`config.mk`:
```
export PLATFORM = sky130hd
export DESIGN_NAME = mrb_core
export DESIGN_NICKNAME = d
export VERILOG_FILES = /design/src/hdl/mrb_timing.v /design/src/hdl/mrb_shifter.v /design/src/hdl/mrb_core.v
export VERILOG_INCLUDE_DIRS = /design/src /design/src/hdl
export SDC_FILE = /design/constraint.sdc
export NUM_CORES = 1
export LEC_CHECK = 0
export ABC_AREA = 1
export BUFFER_PORTS_ARGS = -buffer_cell sky130_fd_sc_hd__clkbuf_2
export CORE_MARGIN = 2
export CORE_UTILIZATION = 30
export DETAILED_ROUTE_END_ITERATION = 16
export PLACE_DENSITY = 0.45
export SYNTH_ARGS = -nofsm -noshare
export SYNTH_HDL_FRONTEND = slang
export SYNTH_HIERARCHICAL = 1
export SYNTH_SLANG_ARGS = --single-unit
export TNS_END_PERCENT = 1
```
`constraint.sdc`:
```
create_clock -name clk -period 6.38 [get_ports clk]
set_input_delay 0.957 -clock clk [delete_from_list [all_inputs] [get_ports clk]]
set_output_delay 0.957 -clock clk [all_outputs]
set_load 0.005 [all_outputs]
```
`src/hdl/mrb_defines.vh`:
```
// shared constants for the move / rotate / branch execution core
// assumes it is included by every design file that needs opcodes or flag bits
`ifndef MRB_DEFINES_VH
`define MRB_DEFINES_VH

// move group opcodes
`define MRB_OP_COPY_RR 8'h10
`define MRB_OP_COPY_TO_IND 8'h11
`define MRB_OP_COPY_FROM_IND 8'h12
`define MRB_OP_COPY_IMM 8'h13
`define MRB_OP_CODE_RD 8'h14
`define MRB_OP_CODE_WR 8'h15
`define MRB_OP_DATA_RD 8'h16
`define MRB_OP_DATA_WR 8'h17
`define MRB_OP_STACK_POP 8'h18
`define MRB_OP_STACK_PUSH 8'h19
`define MRB_OP_TECH_RD 8'h1A
`define MRB_OP_TECH_WR 8'h1B
`define MRB_OP_PAIR_COPY 8'h1C
// rotate group spans these two codes
`define MRB_OP_ROT_FIRST 8'h30
`define MRB_OP_ROT_LAST 8'h36
// branch group
`define MRB_OP_JUMP_PREFIX 5'h04
`define MRB_OP_CALL 8'h27
`define MRB_OP_SUB_EXIT 8'h28
`define MRB_OP_INT_EXIT 8'h29
`define MRB_OP_IND_JUMP 8'h2A

// flags register location and bit positions
`define MRB_FLAGS_ADDR 8'hFF
`define MRB_FLAG_Z 6
`define MRB_FLAG_S 5
`define MRB_FLAG_C 1

// further wait states for data-space copies with external rw memory
`define MRB_DATA_EXTRA_WAITS 8'h04
// longest instruction in bytes
`define MRB_MAX_BYTES 2'h3

`endif

```
`src/hdl/mrb_timing.v`:
```
// opcode table: length in bytes, base cycles, cycles per wait state
// assumes the opcode input is stable for the whole instruction after fetch
`timescale 1ns/1ns
`include "mrb_defines.vh"
module mrb_timing (
  input wire [7:0] opcode,
  output wire [1:0] len,
  output wire [3:0] base,
  output wire [2:0] perWait,
  output wire known,
  output wire dataSpace
);
  // packed as {known, len, base, perWait}
  function [9:0] lookup;
    input [7:0] op;
    begin
      case (op)
        8'h10, 8'h11, 8'h13: lookup = {1'h1, 2'h3, (op == 8'h13) ? 4'h4 : 4'h5, 3'h3};
        8'h12: lookup = {1'h1, 2'h3, 4'h6, 3'h3};
        8'h14, 8'h16: lookup = {1'h1, 2'h3, 4'h7, 3'h4};
        8'h15, 8'h17: lookup = {1'h1, 2'h3, 4'h8, 3'h4};
        8'h18: lookup = {1'h1, 2'h3, 4'hA, 3'h3};
        8'h19: lookup = {1'h1, 2'h3, 4'h9, 3'h3};
        8'h1A, 8'h1B, 8'h1C: lookup = {1'h1, 2'h3, 4'h7, 3'h3};
        8'h30, 8'h31, 8'h32, 8'h33, 8'h34, 8'h35, 8'h36: lookup = {1'h1, 2'h2, 4'h5, 3'h2};
        8'h20, 8'h21, 8'h22, 8'h23, 8'h24, 8'h25, 8'h26, 8'h27: lookup = {1'h1, 2'h3, 4'h3, 3'h3};
        8'h28, 8'h29: lookup = {1'h1, 2'h1, 4'h2, 3'h1};
        8'h2A: lookup = {1'h1, 2'h2, 4'h4, 3'h2};
        // outside this core: skipped as a one-byte no-op
        default: lookup = {1'h0, 2'h1, 4'h2, 3'h1};
      endcase
    end
  endfunction

  wire [9:0] entry;
  assign entry = lookup(opcode);
  assign known = entry[9];
  assign len = entry[8:7];
  assign base = entry[6:3];
  assign perWait = entry[2:0];
  assign dataSpace = (opcode == `MRB_OP_DATA_RD) || (opcode == `MRB_OP_DATA_WR);
endmodule // mrb_timing

```
`src/hdl/mrb_shifter.v`:
```
// byte rotate and shift unit, purely combinational
// assumes kind is the low three opcode bits of the rotate group
`timescale 1ns/1ns
module mrb_shifter (
  input wire [2:0] kind,
  input wire [7:0] din,
  input wire carryIn,
  output reg [7:0] dout,
  output reg carryOut
);
  // nine-bit forms feed the old carry into the vacated bit
  always @* begin
    dout = din;
    carryOut = carryIn;
    case (kind)
      3'h0: begin
        dout = {din[6:0], din[7]};
        carryOut = din[7];
      end
      3'h1: begin
        dout = {din[0], din[7:1]};
        carryOut = din[0];
      end
      3'h2: begin
        dout = {din[6:0], carryIn};
        carryOut = din[7];
      end
      3'h3: begin
        dout = {carryIn, din[7:1]};
        carryOut = din[0];
      end
      3'h4: begin
        dout = {din[6:0], 1'h0};
        carryOut = din[7];
      end
      3'h5: begin
        dout = {1'h0, din[7:1]};
        carryOut = din[0];
      end
      3'h6: begin
        dout = {din[7], din[7:1]};
        carryOut = din[0];
      end
      default: begin
        dout = din;
        carryOut = carryIn;
      end
    endcase
  end
endmodule // mrb_shifter

```
`src/hdl/mrb_core.v`:
```
// execution core for the move, rotate/shift and branch instruction groups
// assumes all memories answer a read in the cycle the registered address is shown
`timescale 1ns/1ns
`include "mrb_defines.vh"
module mrb_core #(
  parameter RS_DEPTH = 8,
  parameter RS_AW = 3
) (
  input wire clk,
  input wire rst,
  input wire [2:0] waitStates,
  input wire dataExtraWait,
  input wire extRwSel,
  output reg [15:0] codeAddr,
  output reg codeRe,
  output reg codeWe,
  output reg [7:0] codeWdata,
  input wire [7:0] codeRdata,
  output reg [7:0] regAddr,
  output reg regWe,
  output reg [7:0] regWdata,
  input wire [7:0] regRdata,
  output reg [15:0] dataAddr,
  output reg dataRe,
  output reg dataWe,
  output reg [7:0] dataWdata,
  input wire [7:0] dataRdata,
  output reg [15:0] techAddr,
  output reg techRe,
  output reg techWe,
  output reg [7:0] techWdata,
  input wire [7:0] techRdata,
  output reg [15:0] pc,
  output reg carry,
  output reg zero,
  output reg sign,
  output reg retired,
  output reg illegalOp
);
  localparam ST_FETCH = 2'h0;
  localparam ST_EXEC = 2'h1;
  localparam ST_WAIT = 2'h2;

  reg [1:0] state;
  reg [2:0] step;
  reg [1:0] idx;
  reg [7:0] cyc;
  reg [7:0] opcode;
  reg [7:0] b1;
  reg [7:0] b2;
  reg [7:0] tmp;
  reg [15:0] tgt;
  reg [15:0] npc;
  reg [RS_AW-1:0] rsp;
  reg rsPush;
  reg [18:0] rsData;
  reg [18:0] retStack [0:RS_DEPTH-1];

  wire [7:0] opIn;
  wire [1:0] len;
  wire [3:0] base;
  wire [2:0] perWait;
  wire known;
  wire dataSpace;
  wire [7:0] shOut;
  wire shCarry;
  wire [7:0] waitCount;
  wire [7:0] total;
  wire [7:0] flagsByte;
  wire [7:0] rdv;
  wire [15:0] seqPc;
  wire [7:0] ptrReg;
  wire [7:0] spaceData;
  wire [18:0] rsTop;

  // opcode is taken straight off the bus on the first fetch edge
  assign opIn = (state == ST_FETCH && idx == 2'h0) ? codeRdata : opcode;

  mrb_timing timing (
    .opcode(opIn),
    .len(len),
    .base(base),
    .perWait(perWait),
    .known(known),
    .dataSpace(dataSpace)
  );

  mrb_shifter shifter (
    .kind(opcode[2:0]),
    .din(rdv),
    .carryIn(carry),
    .dout(shOut),
    .carryOut(shCarry)
  );

  // cycle budget; the SRAM itself is never stretched, only the listed counts
  assign waitCount = {5'h00, waitStates} +
    ((dataSpace && dataExtraWait && extRwSel) ? `MRB_DATA_EXTRA_WAITS : 8'h00);
  assign total = {4'h0, base} + ({5'h00, perWait} * waitCount);

  // flags live here, so reads of the flags address see the live bits
  assign flagsByte = ({7'h00, zero} << `MRB_FLAG_Z) | ({7'h00, sign} << `MRB_FLAG_S) |
    ({7'h00, carry} << `MRB_FLAG_C);
  assign rdv = (regAddr == `MRB_FLAGS_ADDR) ? flagsByte : regRdata;
  assign seqPc = pc + {14'h0000, len};
  // stores name the pointer in the first operand, loads in the second
  assign ptrReg = opcode[0] ? b1 : b2;
  assign spaceData = (opcode == `MRB_OP_CODE_RD) ? codeRdata :
    (opcode == `MRB_OP_DATA_RD) ? dataRdata : techRdata;
  assign rsTop = retStack[rsp - {{(RS_AW-1){1'b0}}, 1'b1}];

  function taken;
    input [2:0] cond;
    input c;
    input z;
    input s;
    begin
      case (cond)
        3'h0: taken = c;
        3'h1: taken = ~c;
        3'h2: taken = z;
        3'h3: taken = ~z;
        3'h4: taken = s;
        3'h5: taken = ~s;
        default: taken = 1'b1;
      endcase
    end
  endfunction

  // register write; a write to the flags address also loads the flags
  task wrReg;
    input [7:0] a;
    input [7:0] d;
    begin
      regWe <= 1'b1;
      regAddr <= a;
      regWdata <= d;
      if (a == `MRB_FLAGS_ADDR) begin
        zero <= d[`MRB_FLAG_Z];
        sign <= d[`MRB_FLAG_S];
        carry <= d[`MRB_FLAG_C];
      end
    end
  endtask

  // back to fetch at the new address
  task retireTo;
    input [15:0] np;
    begin
      pc <= np;
      codeAddr <= np;
      codeRe <= 1'b1;
      state <= ST_FETCH;
      idx <= 2'h0;
      step <= 3'h0;
      cyc <= 8'h00;
      retired <= 1'b1;
    end
  endtask

  // work done; hold until the cycle budget is spent
  task finish;
    input [15:0] np;
    begin
      npc <= np;
      state <= ST_WAIT;
      if (cyc >= total - 8'h01) retireTo(np);
    end
  endtask

  // one-byte memory accesses to code, data or technology space
  task spaceAccess;
    input wr;
    input [15:0] a;
    input [7:0] d;
    begin
      case (opcode[3:1])
        3'h2: begin
          codeAddr <= a;
          codeRe <= ~wr;
          codeWe <= wr;
          codeWdata <= d;
        end
        3'h3: begin
          dataAddr <= a;
          dataRe <= ~wr;
          dataWe <= wr;
          dataWdata <= d;
        end
        default: begin
          techAddr <= a;
          techRe <= ~wr;
          techWe <= wr;
          techWdata <= d;
        end
      endcase
    end
  endtask

  // return stack storage, written the cycle after a call's last byte is fetched
  always @(posedge clk) begin
    if (rsPush) begin
      retStack[rsp - {{(RS_AW-1){1'b0}}, 1'b1}] <= rsData;
    end
  end

  // fetch, execute and budget sequencer
  always @(posedge clk or posedge rst) begin
    if (rst) begin
      state <= ST_FETCH;
      step <= 3'h0;
      idx <= 2'h0;
      cyc <= 8'h00;
      opcode <= 8'h00;
      b1 <= 8'h00;
      b2 <= 8'h00;
      tmp <= 8'h00;
      tgt <= 16'h0000;
      npc <= 16'h0000;
      rsp <= {RS_AW{1'b0}};
      rsPush <= 1'b0;
      rsData <= 19'h00000;
      pc <= 16'h0000;
      codeAddr <= 16'h0000;
      codeRe <= 1'b1;
      codeWe <= 1'b0;
      codeWdata <= 8'h00;
      regAddr <= 8'h00;
      regWe <= 1'b0;
      regWdata <= 8'h00;
      dataAddr <= 16'h0000;
      dataRe <= 1'b0;
      dataWe <= 1'b0;
      dataWdata <= 8'h00;
      techAddr <= 16'h0000;
      techRe <= 1'b0;
      techWe <= 1'b0;
      techWdata <= 8'h00;
      carry <= 1'b0;
      zero <= 1'b0;
      sign <= 1'b0;
      retired <= 1'b0;
      illegalOp <= 1'b0;
    end else begin
      // strobes are single-cycle unless re-asserted below
      cyc <= cyc + 8'h01;
      regWe <= 1'b0;
      codeRe <= 1'b0;
      codeWe <= 1'b0;
      dataRe <= 1'b0;
      dataWe <= 1'b0;
      techRe <= 1'b0;
      techWe <= 1'b0;
      rsPush <= 1'b0;
      retired <= 1'b0;
      illegalOp <= 1'b0;
      case (state)
        ST_FETCH: begin
          case (idx)
            2'h0: opcode <= codeRdata;
            2'h1: b1 <= codeRdata;
            default: b2 <= codeRdata;
          endcase
          if (idx == 2'h0 && !known) illegalOp <= 1'b1;
          if (idx != len - 2'h1) begin
            idx <= idx + 2'h1;
            codeAddr <= codeAddr + 16'h0001;
            codeRe <= 1'b1;
          end else if (idx == 2'h2 && opIn[7:3] == `MRB_OP_JUMP_PREFIX) begin
            // absolute target, high byte is on the bus now
            if (opIn == `MRB_OP_CALL) begin
              rsPush <= 1'b1;
              rsData <= {carry, sign, zero, seqPc};
              rsp <= rsp + {{(RS_AW-1){1'b0}}, 1'b1};
            end
            if (taken(opIn[2:0], carry, zero, sign)) finish({codeRdata, b1});
            else finish(seqPc);
          end else begin
            state <= ST_EXEC;
            step <= 3'h0;
          end
        end
        ST_EXEC: begin
          step <= step + 3'h1;
          case (opcode)
            `MRB_OP_COPY_RR: begin
              if (step == 3'h0) regAddr <= b2;
              else begin
                wrReg(b1, rdv);
                finish(seqPc);
              end
            end
            `MRB_OP_COPY_IMM: begin
              wrReg(b1, b2);
              finish(seqPc);
            end
            `MRB_OP_COPY_TO_IND: begin
              // one-byte pointer, so any address is allowed
              case (step)
                3'h0: regAddr <= b1;
                3'h1: begin
                  tmp <= rdv;
                  regAddr <= b2;
                end
                default: begin
                  wrReg(tmp, rdv);
                  finish(seqPc);
                end
              endcase
            end
            `MRB_OP_COPY_FROM_IND: begin
              case (step)
                3'h0: regAddr <= b2;
                3'h1: regAddr <= rdv;
                default: begin
                  wrReg(b1, rdv);
                  finish(seqPc);
                end
              endcase
            end
            `MRB_OP_CODE_RD, `MRB_OP_CODE_WR, `MRB_OP_DATA_RD, `MRB_OP_DATA_WR,
            `MRB_OP_TECH_RD, `MRB_OP_TECH_WR: begin
              case (step)
                3'h0: regAddr <= {ptrReg[7:1], 1'b0};
                3'h1: begin
                  tgt[7:0] <= rdv;
                  regAddr <= {ptrReg[7:1], 1'b1};
                end
                3'h2: begin
                  tgt[15:8] <= rdv;
                  if (opcode[0]) regAddr <= b2;
                  else spaceAccess(1'b0, {rdv, tgt[7:0]}, 8'h00);
                end
                3'h3: begin
                  if (opcode[0]) spaceAccess(1'b1, tgt, rdv);
                  else wrReg(b1, spaceData);
                  // a code write must leave the code bus before refetch
                  if (opcode != `MRB_OP_CODE_WR) finish(seqPc);
                end
                default: finish(seqPc);
              endcase
            end
            `MRB_OP_STACK_POP: begin
              case (step)
                3'h0: regAddr <= b2;
                3'h1: begin
                  tmp <= rdv + 8'h01;
                  wrReg(b2, rdv + 8'h01);
                end
                3'h2: regAddr <= tmp;
                default: begin
                  wrReg(b1, rdv);
                  finish(seqPc);
                end
              endcase
            end
            `MRB_OP_STACK_PUSH: begin
              case (step)
                3'h0: regAddr <= b2;
                3'h1: begin
                  tmp <= rdv;
                  regAddr <= b1;
                end
                3'h2: begin
                  wrReg(rdv, tmp);
                  tgt[7:0] <= rdv;
                end
                default: begin
                  wrReg(b1, tgt[7:0] - 8'h01);
                  finish(seqPc);
                end
              endcase
            end
            `MRB_OP_PAIR_COPY: begin
              case (step)
                3'h0: regAddr <= {b2[7:1], 1'b0};
                3'h1: begin
                  tmp <= rdv;
                  regAddr <= {b2[7:1], 1'b1};
                end
                3'h2: begin
                  wrReg({b1[7:1], 1'b0}, tmp);
                  tgt[7:0] <= rdv;
                end
                default: begin
                  wrReg({b1[7:1], 1'b1}, tgt[7:0]);
                  finish(seqPc);
                end
              endcase
            end
            `MRB_OP_SUB_EXIT, `MRB_OP_INT_EXIT: begin
              rsp <= rsp - {{(RS_AW-1){1'b0}}, 1'b1};
              if (opcode == `MRB_OP_INT_EXIT) begin
                carry <= rsTop[18];
                sign <= rsTop[17];
                zero <= rsTop[16];
              end
              finish(rsTop[15:0]);
            end
            `MRB_OP_IND_JUMP: begin
              case (step)
                3'h0: regAddr <= {b1[7:1], 1'b0};
                3'h1: begin
                  tgt[7:0] <= rdv;
                  regAddr <= {b1[7:1], 1'b1};
                end
                default: finish({rdv, tgt[7:0]});
              endcase
            end
            default: begin
              if (opcode >= `MRB_OP_ROT_FIRST && opcode <= `MRB_OP_ROT_LAST) begin
                if (step == 3'h0) regAddr <= b1;
                else begin
                  wrReg(b1, shOut);
                  carry <= shCarry;
                  finish(seqPc);
                end
              end else begin
                finish(seqPc);
              end
            end
          endcase
        end
        ST_WAIT: begin
          if (cyc >= total - 8'h01) retireTo(npc);
        end
        default: state <= ST_FETCH;
      endcase
    end
  end
endmodule // mrb_core

```
### Word level (Yosys, flattened, before mapping)

Memories as Yosys holds them, arrays and structs flattened.
Index checks and enable logic that the tools add are counted.

| storage, ports and cells | value |
|---|---|
| flip-flop bits (word level) | 218 |
| RAM bits | 152 |
| input bits | 39 |
| output and inout bits | 116 |
| word-level logic and storage cells | 543 |
| memories kept | 1 |

Memories:

| memory | words | bits a word | rd ports | clocked after memory_dff | wr ports | line | source |
|---|---|---|---|---|---|---|---|
| retStack | 8 | 19 | 1 | 0 | 1 | mrb_core.v:57 | `reg [18:0] retStack [0:RS_DEPTH-1];` |

| operators by class | value |
|---|---|
| add/sub/neg operators | 13 |
| $mul | 1 |
| $lt $le $gt $ge | 3 |
| equal/unequal tests | 132 |
| multiplexer cells | 280 |
| bitwise logic cells | 10 |
| reduce and logical (&&, ||, !) cells | 68 |

Operators with widths:

| cell | number |
|---|---|
| 16-bit 2-to-1 mux | 45 |
| 16-bit one-hot mux with 7 select lines | 3 |
| 8-bit 2-to-1 mux | 38 |
| 8-bit one-hot mux with 2 select lines | 14 |
| 8-bit by 5-bit == test with 1-bit output, second input constant | 26 |
| 8-bit by 6-bit == test with 1-bit output, second input constant | 21 |
| 16-bit one-hot mux with 2 select lines | 5 |
| 16-bit one-hot mux with 3 select lines | 3 |
| 10-bit one-hot mux with 11 select lines | 1 |
| 1-bit 2-to-1 mux | 105 |
| 8-bit one-hot mux with 10 select lines | 1 |
| 8-bit one-hot mux with 8 select lines | 1 |
| 8-bit one-hot mux with 7 select lines | 1 |
| 2-bit != test, second input constant | 24 |
| 8-bit one-hot mux with 3 select lines | 2 |
| 3-bit != test, second input constant | 15 |
| 3-bit 2-to-1 mux | 14 |
| 21-bit AND reduction | 2 |
| 8-bit == test, second input constant | 5 |
| 8-bit one-hot mux with 5 select lines | 1 |
| 2-bit 2-to-1 mux | 17 |
| 8-bit one-hot mux with 4 select lines | 1 |
| 1-bit one-hot mux with 10 select lines | 3 |
| 7-bit AND reduction | 4 |
| other kinds (67) | 155 |

### Depth between registers and ports, before layout

| depth | value |
|---|---|
| depth after elaboration | 18 |
| depth in mapped cells | 46 |
| depth with buffers taken out | 44 |

### By module

The synthesis kept the hierarchy.

By module, submodules not included:

| module | times used | cells each | area each (µm²) | sequential area each (µm²) |
|---|---|---|---|---|
| mrb_core | 1 | 3376 | 24171.9 | 10020.9 |
| mrb_shifter | 1 | 132 | 623.1 | 0.0 |
| mrb_timing | 1 | 71 | 377.9 | 0.0 |

### Least setup slack after synthesis

OpenSTA, ideal clock, no wires.

| timing path | value |
|---|---|
| path type | input -> register |
| start | input codeRdata[7] |
| end | register cyc[0] |
| setup time | 0.129 ns |
| arrival | 6.093 ns |
| data required time | 6.251 ns |
| path slack | 0.158 ns |
| cell stages on the path | 34 |
| buffers on the path | 2 |
| path through | inv_1 > o21ai_1 > inv_1 > nand2_4 > nor2_8 > nand2_1 > nor2_1 > and3_1 > ha_1 > nand2_1 > ha_1 > inv_1 > fa_1 > inv_1 > fa_1 > inv_1 > ha_1 > a21oi_1 > and2_1 > inv_1 > a21oi_1 > o21ai_0 > xnor2_1 > ha_1 > nand2_1 > o21a_1 > buf_4 > nand2_1 > inv_1 > buf_2 > o21ai_1 > nand4_1 > a21oi_2 > nor2_1 |

| on the way | value |
|---|---|
| longest elaborated chain between the ends | 16 |
| elaborated cells between the ends (all ways) | 65 |
| classes of those cells | 4 x add/sub; 1 x mul; 1 x order compare; 33 x eq/ne; 15 x mux; 11 x reduce/logical |

Ends and longest elaborated chain:

| element | line | source |
|---|---|---|
| start: declaration | mrb_core.v:18 | `input wire [7:0] codeRdata,` |
| 8-bit 2-to-1 mux (*) | mrb_core.v:77 | `assign opIn = (state == ST_FETCH && idx == 2'h0) ? codeRdata : opcode;` |
| net opIn[7] | mrb_core.v:59 | `wire [7:0] opIn;` |
| 8-bit by 5-bit == test with 1-bit output (no line) | - |  |
| 1-bit logical OR (*) | mrb_timing.v:41 | `` assign dataSpace = (opcode == `MRB_OP_DATA_RD) \|\| (opcode == `MRB_OP_DATA_WR); `` |
| net dataSpace | mrb_core.v:64 | `wire dataSpace;` |
| 1-bit logical AND (*) (2 in series) | mrb_core.v:98 | `` ((dataSpace && dataExtraWait && extRwSel) ? `MRB_DATA_EXTRA_WAITS : 8'h00); `` |
| 3-bit 2-to-1 mux (*) | mrb_core.v:98 |  |
| 3-bit by 3-bit adder with 4-bit output (*) | mrb_core.v:97 | `assign waitCount = {5'h00, waitStates} +` |
| 3-bit by 4-bit multiplier with 7-bit output (*) | mrb_core.v:99 | `assign total = {4'h0, base} + ({5'h00, perWait} * waitCount);` |
| 4-bit by 7-bit adder with 8-bit output (*) | mrb_core.v:99 |  |
| 8-bit by 1-bit subtractor with 8-bit output (*) | mrb_core.v:167, mrb_core.v:425 |  |
| 8-bit greater-or-equal comparator (*) | mrb_core.v:167, mrb_core.v:425 |  |
| 8-bit 2-to-1 mux (*) | mrb_core.v:167, mrb_core.v:425 |  |
| 8-bit 2-to-1 mux, on equally long branches | mrb_core.v:338, mrb_core.v:412 |  |
| 8-bit one-hot mux with 2 select lines / 8-bit 2-to-1 mux (equally long branches) | mrb_core.v:323, mrb_core.v:411 |  |
| 8-bit one-hot mux with 5 select lines | mrb_core.v:285 | `case (opcode)` |
| 8-bit one-hot mux with 3 select lines (*) | mrb_core.v:257 | `case (state)` |
| end signal: assignment | mrb_core.v:246 | `cyc <= cyc + 8'h01;` |
| end: declaration | mrb_core.v:47 | `reg [7:0] cyc;` |

The timed path passes the listed nets; every way through them passes the cells marked *.
A chain may end at the register's enable or synchronous reset.

### Final worst setup path

| timing path | value |
|---|---|
| start | register idx[1] |
| end | register pc[8] |

| on the way | value |
|---|---|
| elaborated cells between the ends (all ways) | 87 |
| classes of those cells | 5 x add/sub; 1 x mul; 1 x order compare; 45 x eq/ne; 20 x mux; 15 x reduce/logical |

RTL lines:

| element | line | source |
|---|---|---|
| start: declaration | mrb_core.v:46 | `reg [1:0] idx;` |
| start signal: assignment | mrb_core.v:266 | `idx <= idx + 2'h1;` |
| 2-bit zero test (*) | mrb_core.v:77 |  |
| 1-bit logical AND (*) | mrb_core.v:77 |  |
| 8-bit 2-to-1 mux (*) | mrb_core.v:77 |  |
| net opIn[3] | mrb_core.v:59 |  |
| 8-bit by 6-bit == test with 1-bit output / 8-bit by 5-bit == test with 1-bit output (equally long branches) | mrb_timing.v:17 | `case (op)` |
| 8-bit OR reduction (tied with other cells) | mrb_timing.v:17 |  |
| 10-bit one-hot mux with 11 select lines (*) | mrb_timing.v:17 |  |
| net perWait[1] | mrb_core.v:62 | `wire [2:0] perWait;` |
| 3-bit by 4-bit multiplier with 7-bit output (*) | mrb_core.v:99 |  |
| 4-bit by 7-bit adder with 8-bit output (*) | mrb_core.v:99 |  |
| 8-bit by 1-bit subtractor with 8-bit output (*) | mrb_core.v:167, mrb_core.v:425 |  |
| 8-bit greater-or-equal comparator (*) | mrb_core.v:167, mrb_core.v:425 |  |
| 16-bit 2-to-1 mux | mrb_core.v:167 | `if (cyc >= total - 8'h01) retireTo(np);` |
| 16-bit 2-to-1 mux, on equally long branches | mrb_core.v:338, mrb_core.v:276, mrb_core.v:287 |  |
| 16-bit one-hot mux with 2 select lines (tied with other cells) | mrb_core.v:323 | `case (step)` |
| 16-bit one-hot mux with 7 select lines / 16-bit 2-to-1 mux (equally long branches) | mrb_core.v:285, mrb_core.v:265 |  |
| 16-bit one-hot mux with 3 select lines | mrb_core.v:257 |  |
| end signal: assignment | mrb_core.v:223 | `pc <= 16'h0000;` |
| end: declaration | mrb_core.v:33 | `output reg [15:0] pc,` |

The timed path passes the listed nets; every way through them passes the cells marked *. The select of a mux whose other input is x is not followed.

==> impl_summary.md <==
Run status
The flow ran to the end, and the final reports show no timing, DRC or antenna violations.

Global route
The pin count of the biggest net entering global routing is 114. Global routing finished with a remaining overflow of 0. The initial antenna violation count came to 1. The wire length of the first global-routing pass is approximately 170 mm. Global routing consumed, over all layers together, around a quarter of the routing resources. The number of global-route vias before repair is 25129.

Drt
The post-detailed-route count of antenna-violating nets is 0. In the routed layout, each cell is associated on average with a via count of 5.441. The total DRC errors in the routed layout is 0.

In the final routed layout, each cell accounts on average for 24.06 um. The aggregate routed wire length is 118.3 mm. The length of the first detailed-routing pass in iterations is 6. The total number of vias is ~27000. After the first detailed-routing iteration, the DRC count stood at between 2000 and 3000.

Yosys
The adder and majority gate portion of the synthesized area is 2.793%. The share of synthesized area spent on multiplexers is 0.03976%. The Yosys step of the flow raised 6 warnings. The main combinational cell family by area after synthesis is simple AND/OR/NAND/NOR gates.

The complex-gate fraction of the synthesized area is 14.91%. The dominant cell type by area after synthesis is sky130_fd_sc_hd__dfrtp_1. The synthesized area divided by synthesized cell count is 7.033 um^2. The XOR/XNOR share of the synthesized area is under 10%. The fraction of registers with async set/reset is between 50% and 60%. The instance count of the mapped netlist is about 3600. The simple-gate share of the synthesized area is approximately 34%. The number of synthesized flops with an enable pin is 152. The synthesized cell area is between 20000 and 30000 um^2.

The flip-flop cell with the highest count after synthesis is sky130_fd_sc_hd__dfrtp_1. The synthesized flop and latch total is 370. The sequential-to-total area share from yosys stat is 39.81%. The share of synthesized area in the top cell type comes to 21.57%. After synthesis, the netlist uses 63 different library cells. Yosys attributes the largest share of cell area to sky130_fd_sc_hd__dfrtp_1, sky130_fd_sc_hd__edfxtp_1, sky130_fd_sc_hd__nand2_1. The number of nets produced by synthesis is 3670.

Setup path
The kind of critical path is reg -> reg. The worst setup path is launched from a flop. The critical path capture point type is a flop.

The required time reported for the critical path endpoint is 6950 ps. The largest single stage delay on the critical path is ~520 ps. Along the worst path, the maximum fanout reaches 8.

The highest-delay cell along the critical path is sky130_fd_sc_hd__fa_1. For the worst setup path, the data arrival time is between 6000 and 7000 ps.

Place
The standard cell area after detailed placement is 27880 um^2. During placement, the flow inserted port buffers numbering roughly 150. At the end of routability-driven placement, the weighted congestion stood at between 0.9 and 1. The wire-length estimate of the detail-placed layout is 82.95 mm. The count of placed standard cells including taps is 4809.

Power
The internal portion of the total power is 9.417 mW. The cell leakage power is ~14 nW. The share of total power in combinational logic is 69.0%.

The switching part of the total power is a little over half. The power per unit of standard cell area is a little under 700 nW/um^2. The worst-case IR drop observed on VDD is 0.0004544 V. Of the total power, the clock network draws 13.3%.

The net switching power is ~11 mW. Sequential cells burn ~18% of the power.

Layout
The top cell types in the final layout, fill and taps aside, are sky130_fd_sc_hd__nand2_1, sky130_fd_sc_hd__nor2_1, sky130_fd_sc_hd__o21ai_0. The final instance area is 30390 um^2. The net count of the finished layout is around 3900. The utilization of the core after routing is 36.43%. Excluding fillers, the count of instances in the completed layout stands at 4918.

The leading cell type in the layout, fill and taps excluded is sky130_fd_sc_hd__nand2_1. The area growth from synthesis to layout is 20.72%. Of the cells placed in the final design, the portion with a size suffix greater than 1 is 17.31%.

Clock tree
Counting every sink on the clock net gives 370. The worst-skew pair later-pin latency is 630 ps. The longest clock path from root to sink contains 3 buffers. The level count of the clock H-tree is 2. The clock buffer count from CTS is 47. CTS placed an instance of sky130_fd_sc_hd__clkbuf_16 at the clock tree root. The CTS tree is built. After clock tree synthesis, the clock-pin slew on the worst setup and hold paths is 60 ps.

STA
The fraction of the cycle the final worst path needs is a little over nine tenths. Setup repair after global routing could not meet its margin everywhere. For the pin with the worst max-slew slack, the measured transition is around 1200 ps. Based on the critical path, the design can be clocked at up to approximately 160 MHz. Setup violations remaining at the end of the flow were counted as 0.

The number of hold-slack violations in the final timing report was 0. The final max-slew violation count is 0. Measured against its own limit, the worst slew margin works out to 21.77%. Across the routed clock network, the largest skew measured is 42.16 ps.

The post-route minimum period is 6148 ps.

Floorplanning
The core area is 83420 um^2. The floorplan has 106 rows. For this design the top-level I/O count stands at roughly 160. The die outline height is around 290 um.

The die is 293.7 um wide. The die covers 86240 um^2. The initial utilization of the core area, before any placement, comes to 30.18%.

Worst hold path
The tightest min-delay check is of the reg -> reg type.

Job
Across the run, the number of max-cap violations was 0.
==> state kept, by name, summed over array words and instances (netlist names), 2 cells and up <==
| name | count |
|---|---|
| techAddr | 16 |
| codeWdata | 8 |
| dataAddr | 16 |
| regWdata | 8 |
| techWdata | 8 |
| rsData | 19 |
| cyc | 8 |
| tmp | 8 |
| pc | 16 |
| idx | 2 |
| b2 | 8 |
| tgt | 16 |
| retStack | 152 |
| step | 3 |
| npc | 16 |
| opcode | 8 |
| dataWdata | 8 |
| b1 | 8 |
| regAddr | 8 |
| codeAddr | 16 |
| state | 2 |
| rsp | 3 |
==> per-stage QoR <==
step,hold WS [ps],setup WS (ps),TNS [ps],total power [mW]
2_1_floorplan,453.6,157.8,0,11.30
3_3_place_gp,463.7,-377.8,-12070,16.51
3_5_place_dp,469.1,-447.9,-16000,16.44
4_1_cts,484.8,1.291,0,19.36
5_1_grt,496.6,-109.3,-2445,22.26
6_report,481.5,232.0,0,20.80
==> logic make-up after synthesis <==
family                   count (synthesis)
AO/OA/AOI/OAI                          674
flip-flops                             370
buffers and inverters                  449
multiplexers                             1
AND/OR/NAND/NOR                       1997
XOR/XNOR                                36
adder cells (fa/ha/maj)                 52
==> layout make-up <==
cell class              instances  area [um^2]
clock buffers                  60         1255
diodes                          2        5.005
well taps                    1080         1351
fillers                      8949        53030
inverters                     280         1067
repair buffers                340         2475
multi-input cells            2763        13900
clock inverters                23        309.0
flip-flops and latches        370        10020
==> synth_stat cells, types with 23 or more instances <==
library cell               count
sky130_fd_sc_hd__a21oi_1     160
sky130_fd_sc_hd__buf_2        72
sky130_fd_sc_hd__clkbuf_1     68
sky130_fd_sc_hd__dfrtp_1     217
sky130_fd_sc_hd__edfxtp_1    152
sky130_fd_sc_hd__ha_1         45
sky130_fd_sc_hd__inv_1       238
sky130_fd_sc_hd__inv_2        33
sky130_fd_sc_hd__nand2_1    1112
sky130_fd_sc_hd__nand3_1     290
sky130_fd_sc_hd__nand4_1      57
sky130_fd_sc_hd__nor2_1      408
sky130_fd_sc_hd__nor2_2       26
sky130_fd_sc_hd__nor3_1       23
sky130_fd_sc_hd__o211ai_1     67
sky130_fd_sc_hd__o21ai_0     334
sky130_fd_sc_hd__o22ai_1      31
sky130_fd_sc_hd__xor2_1       28
==> power by group through the flow <==
stage,combinational [mW],clock [mW],sequential [mW]
global route,15.6,2.91,3.72
finish,14.3,2.76,3.69
floorplan,7.90,0,3.39
detailed placement,12.7,0,3.70
CTS,12.9,2.83,3.65
global placement,12.8,0,3.70
==> worst max-delay path, delay by kind of cell, from the launching register on <==
kind,cells,cell delay (ps)
AO/OA/AOI/OAI,6,1000
XOR/XNOR,1,170
flip-flops,1,390
adder cells (fa/ha/maj),6,2160
AND/OR/NAND/NOR,18,1650
buffers and inverters,6,690
==> final timing paths <==
path / endpoint / startpoint / cells after the start / slack, ps
worst max-delay path: pc[8] / idx[1] / 37 / 230
worst min-delay path: regWdata[4] / regWdata[4] / 2 / 480
worst max register to register: pc[8] / idx[1] / 37 / 230
worst min register to register: regWdata[4] / regWdata[4] / 2 / 480
max in group asynchronous: regAddr[3] / rst / 4 / 4510
min in group asynchronous: pc[8] / rst / 3 / 580
==> timing repair <==
action,4_1_cts,5_1_grt
cloned,1,9
hold buffers,0,0
gates resized for setup,13,164
endpoints found under the setup margin,46,49
pin swaps,1,75
setup buffers,1,13
==> metal layers <==
| layer | GRT usage, % | wire length, um |
|---|---|---|
| met1 | 37.05 | 52170 |
| met2 | 41.53 | 52160 |
| met3 | 3.074 | 8409 |
| met4 | 10.95 | 5601 |
| met5 | 0 | 0 |
Power figures use the tool's default switching activity.
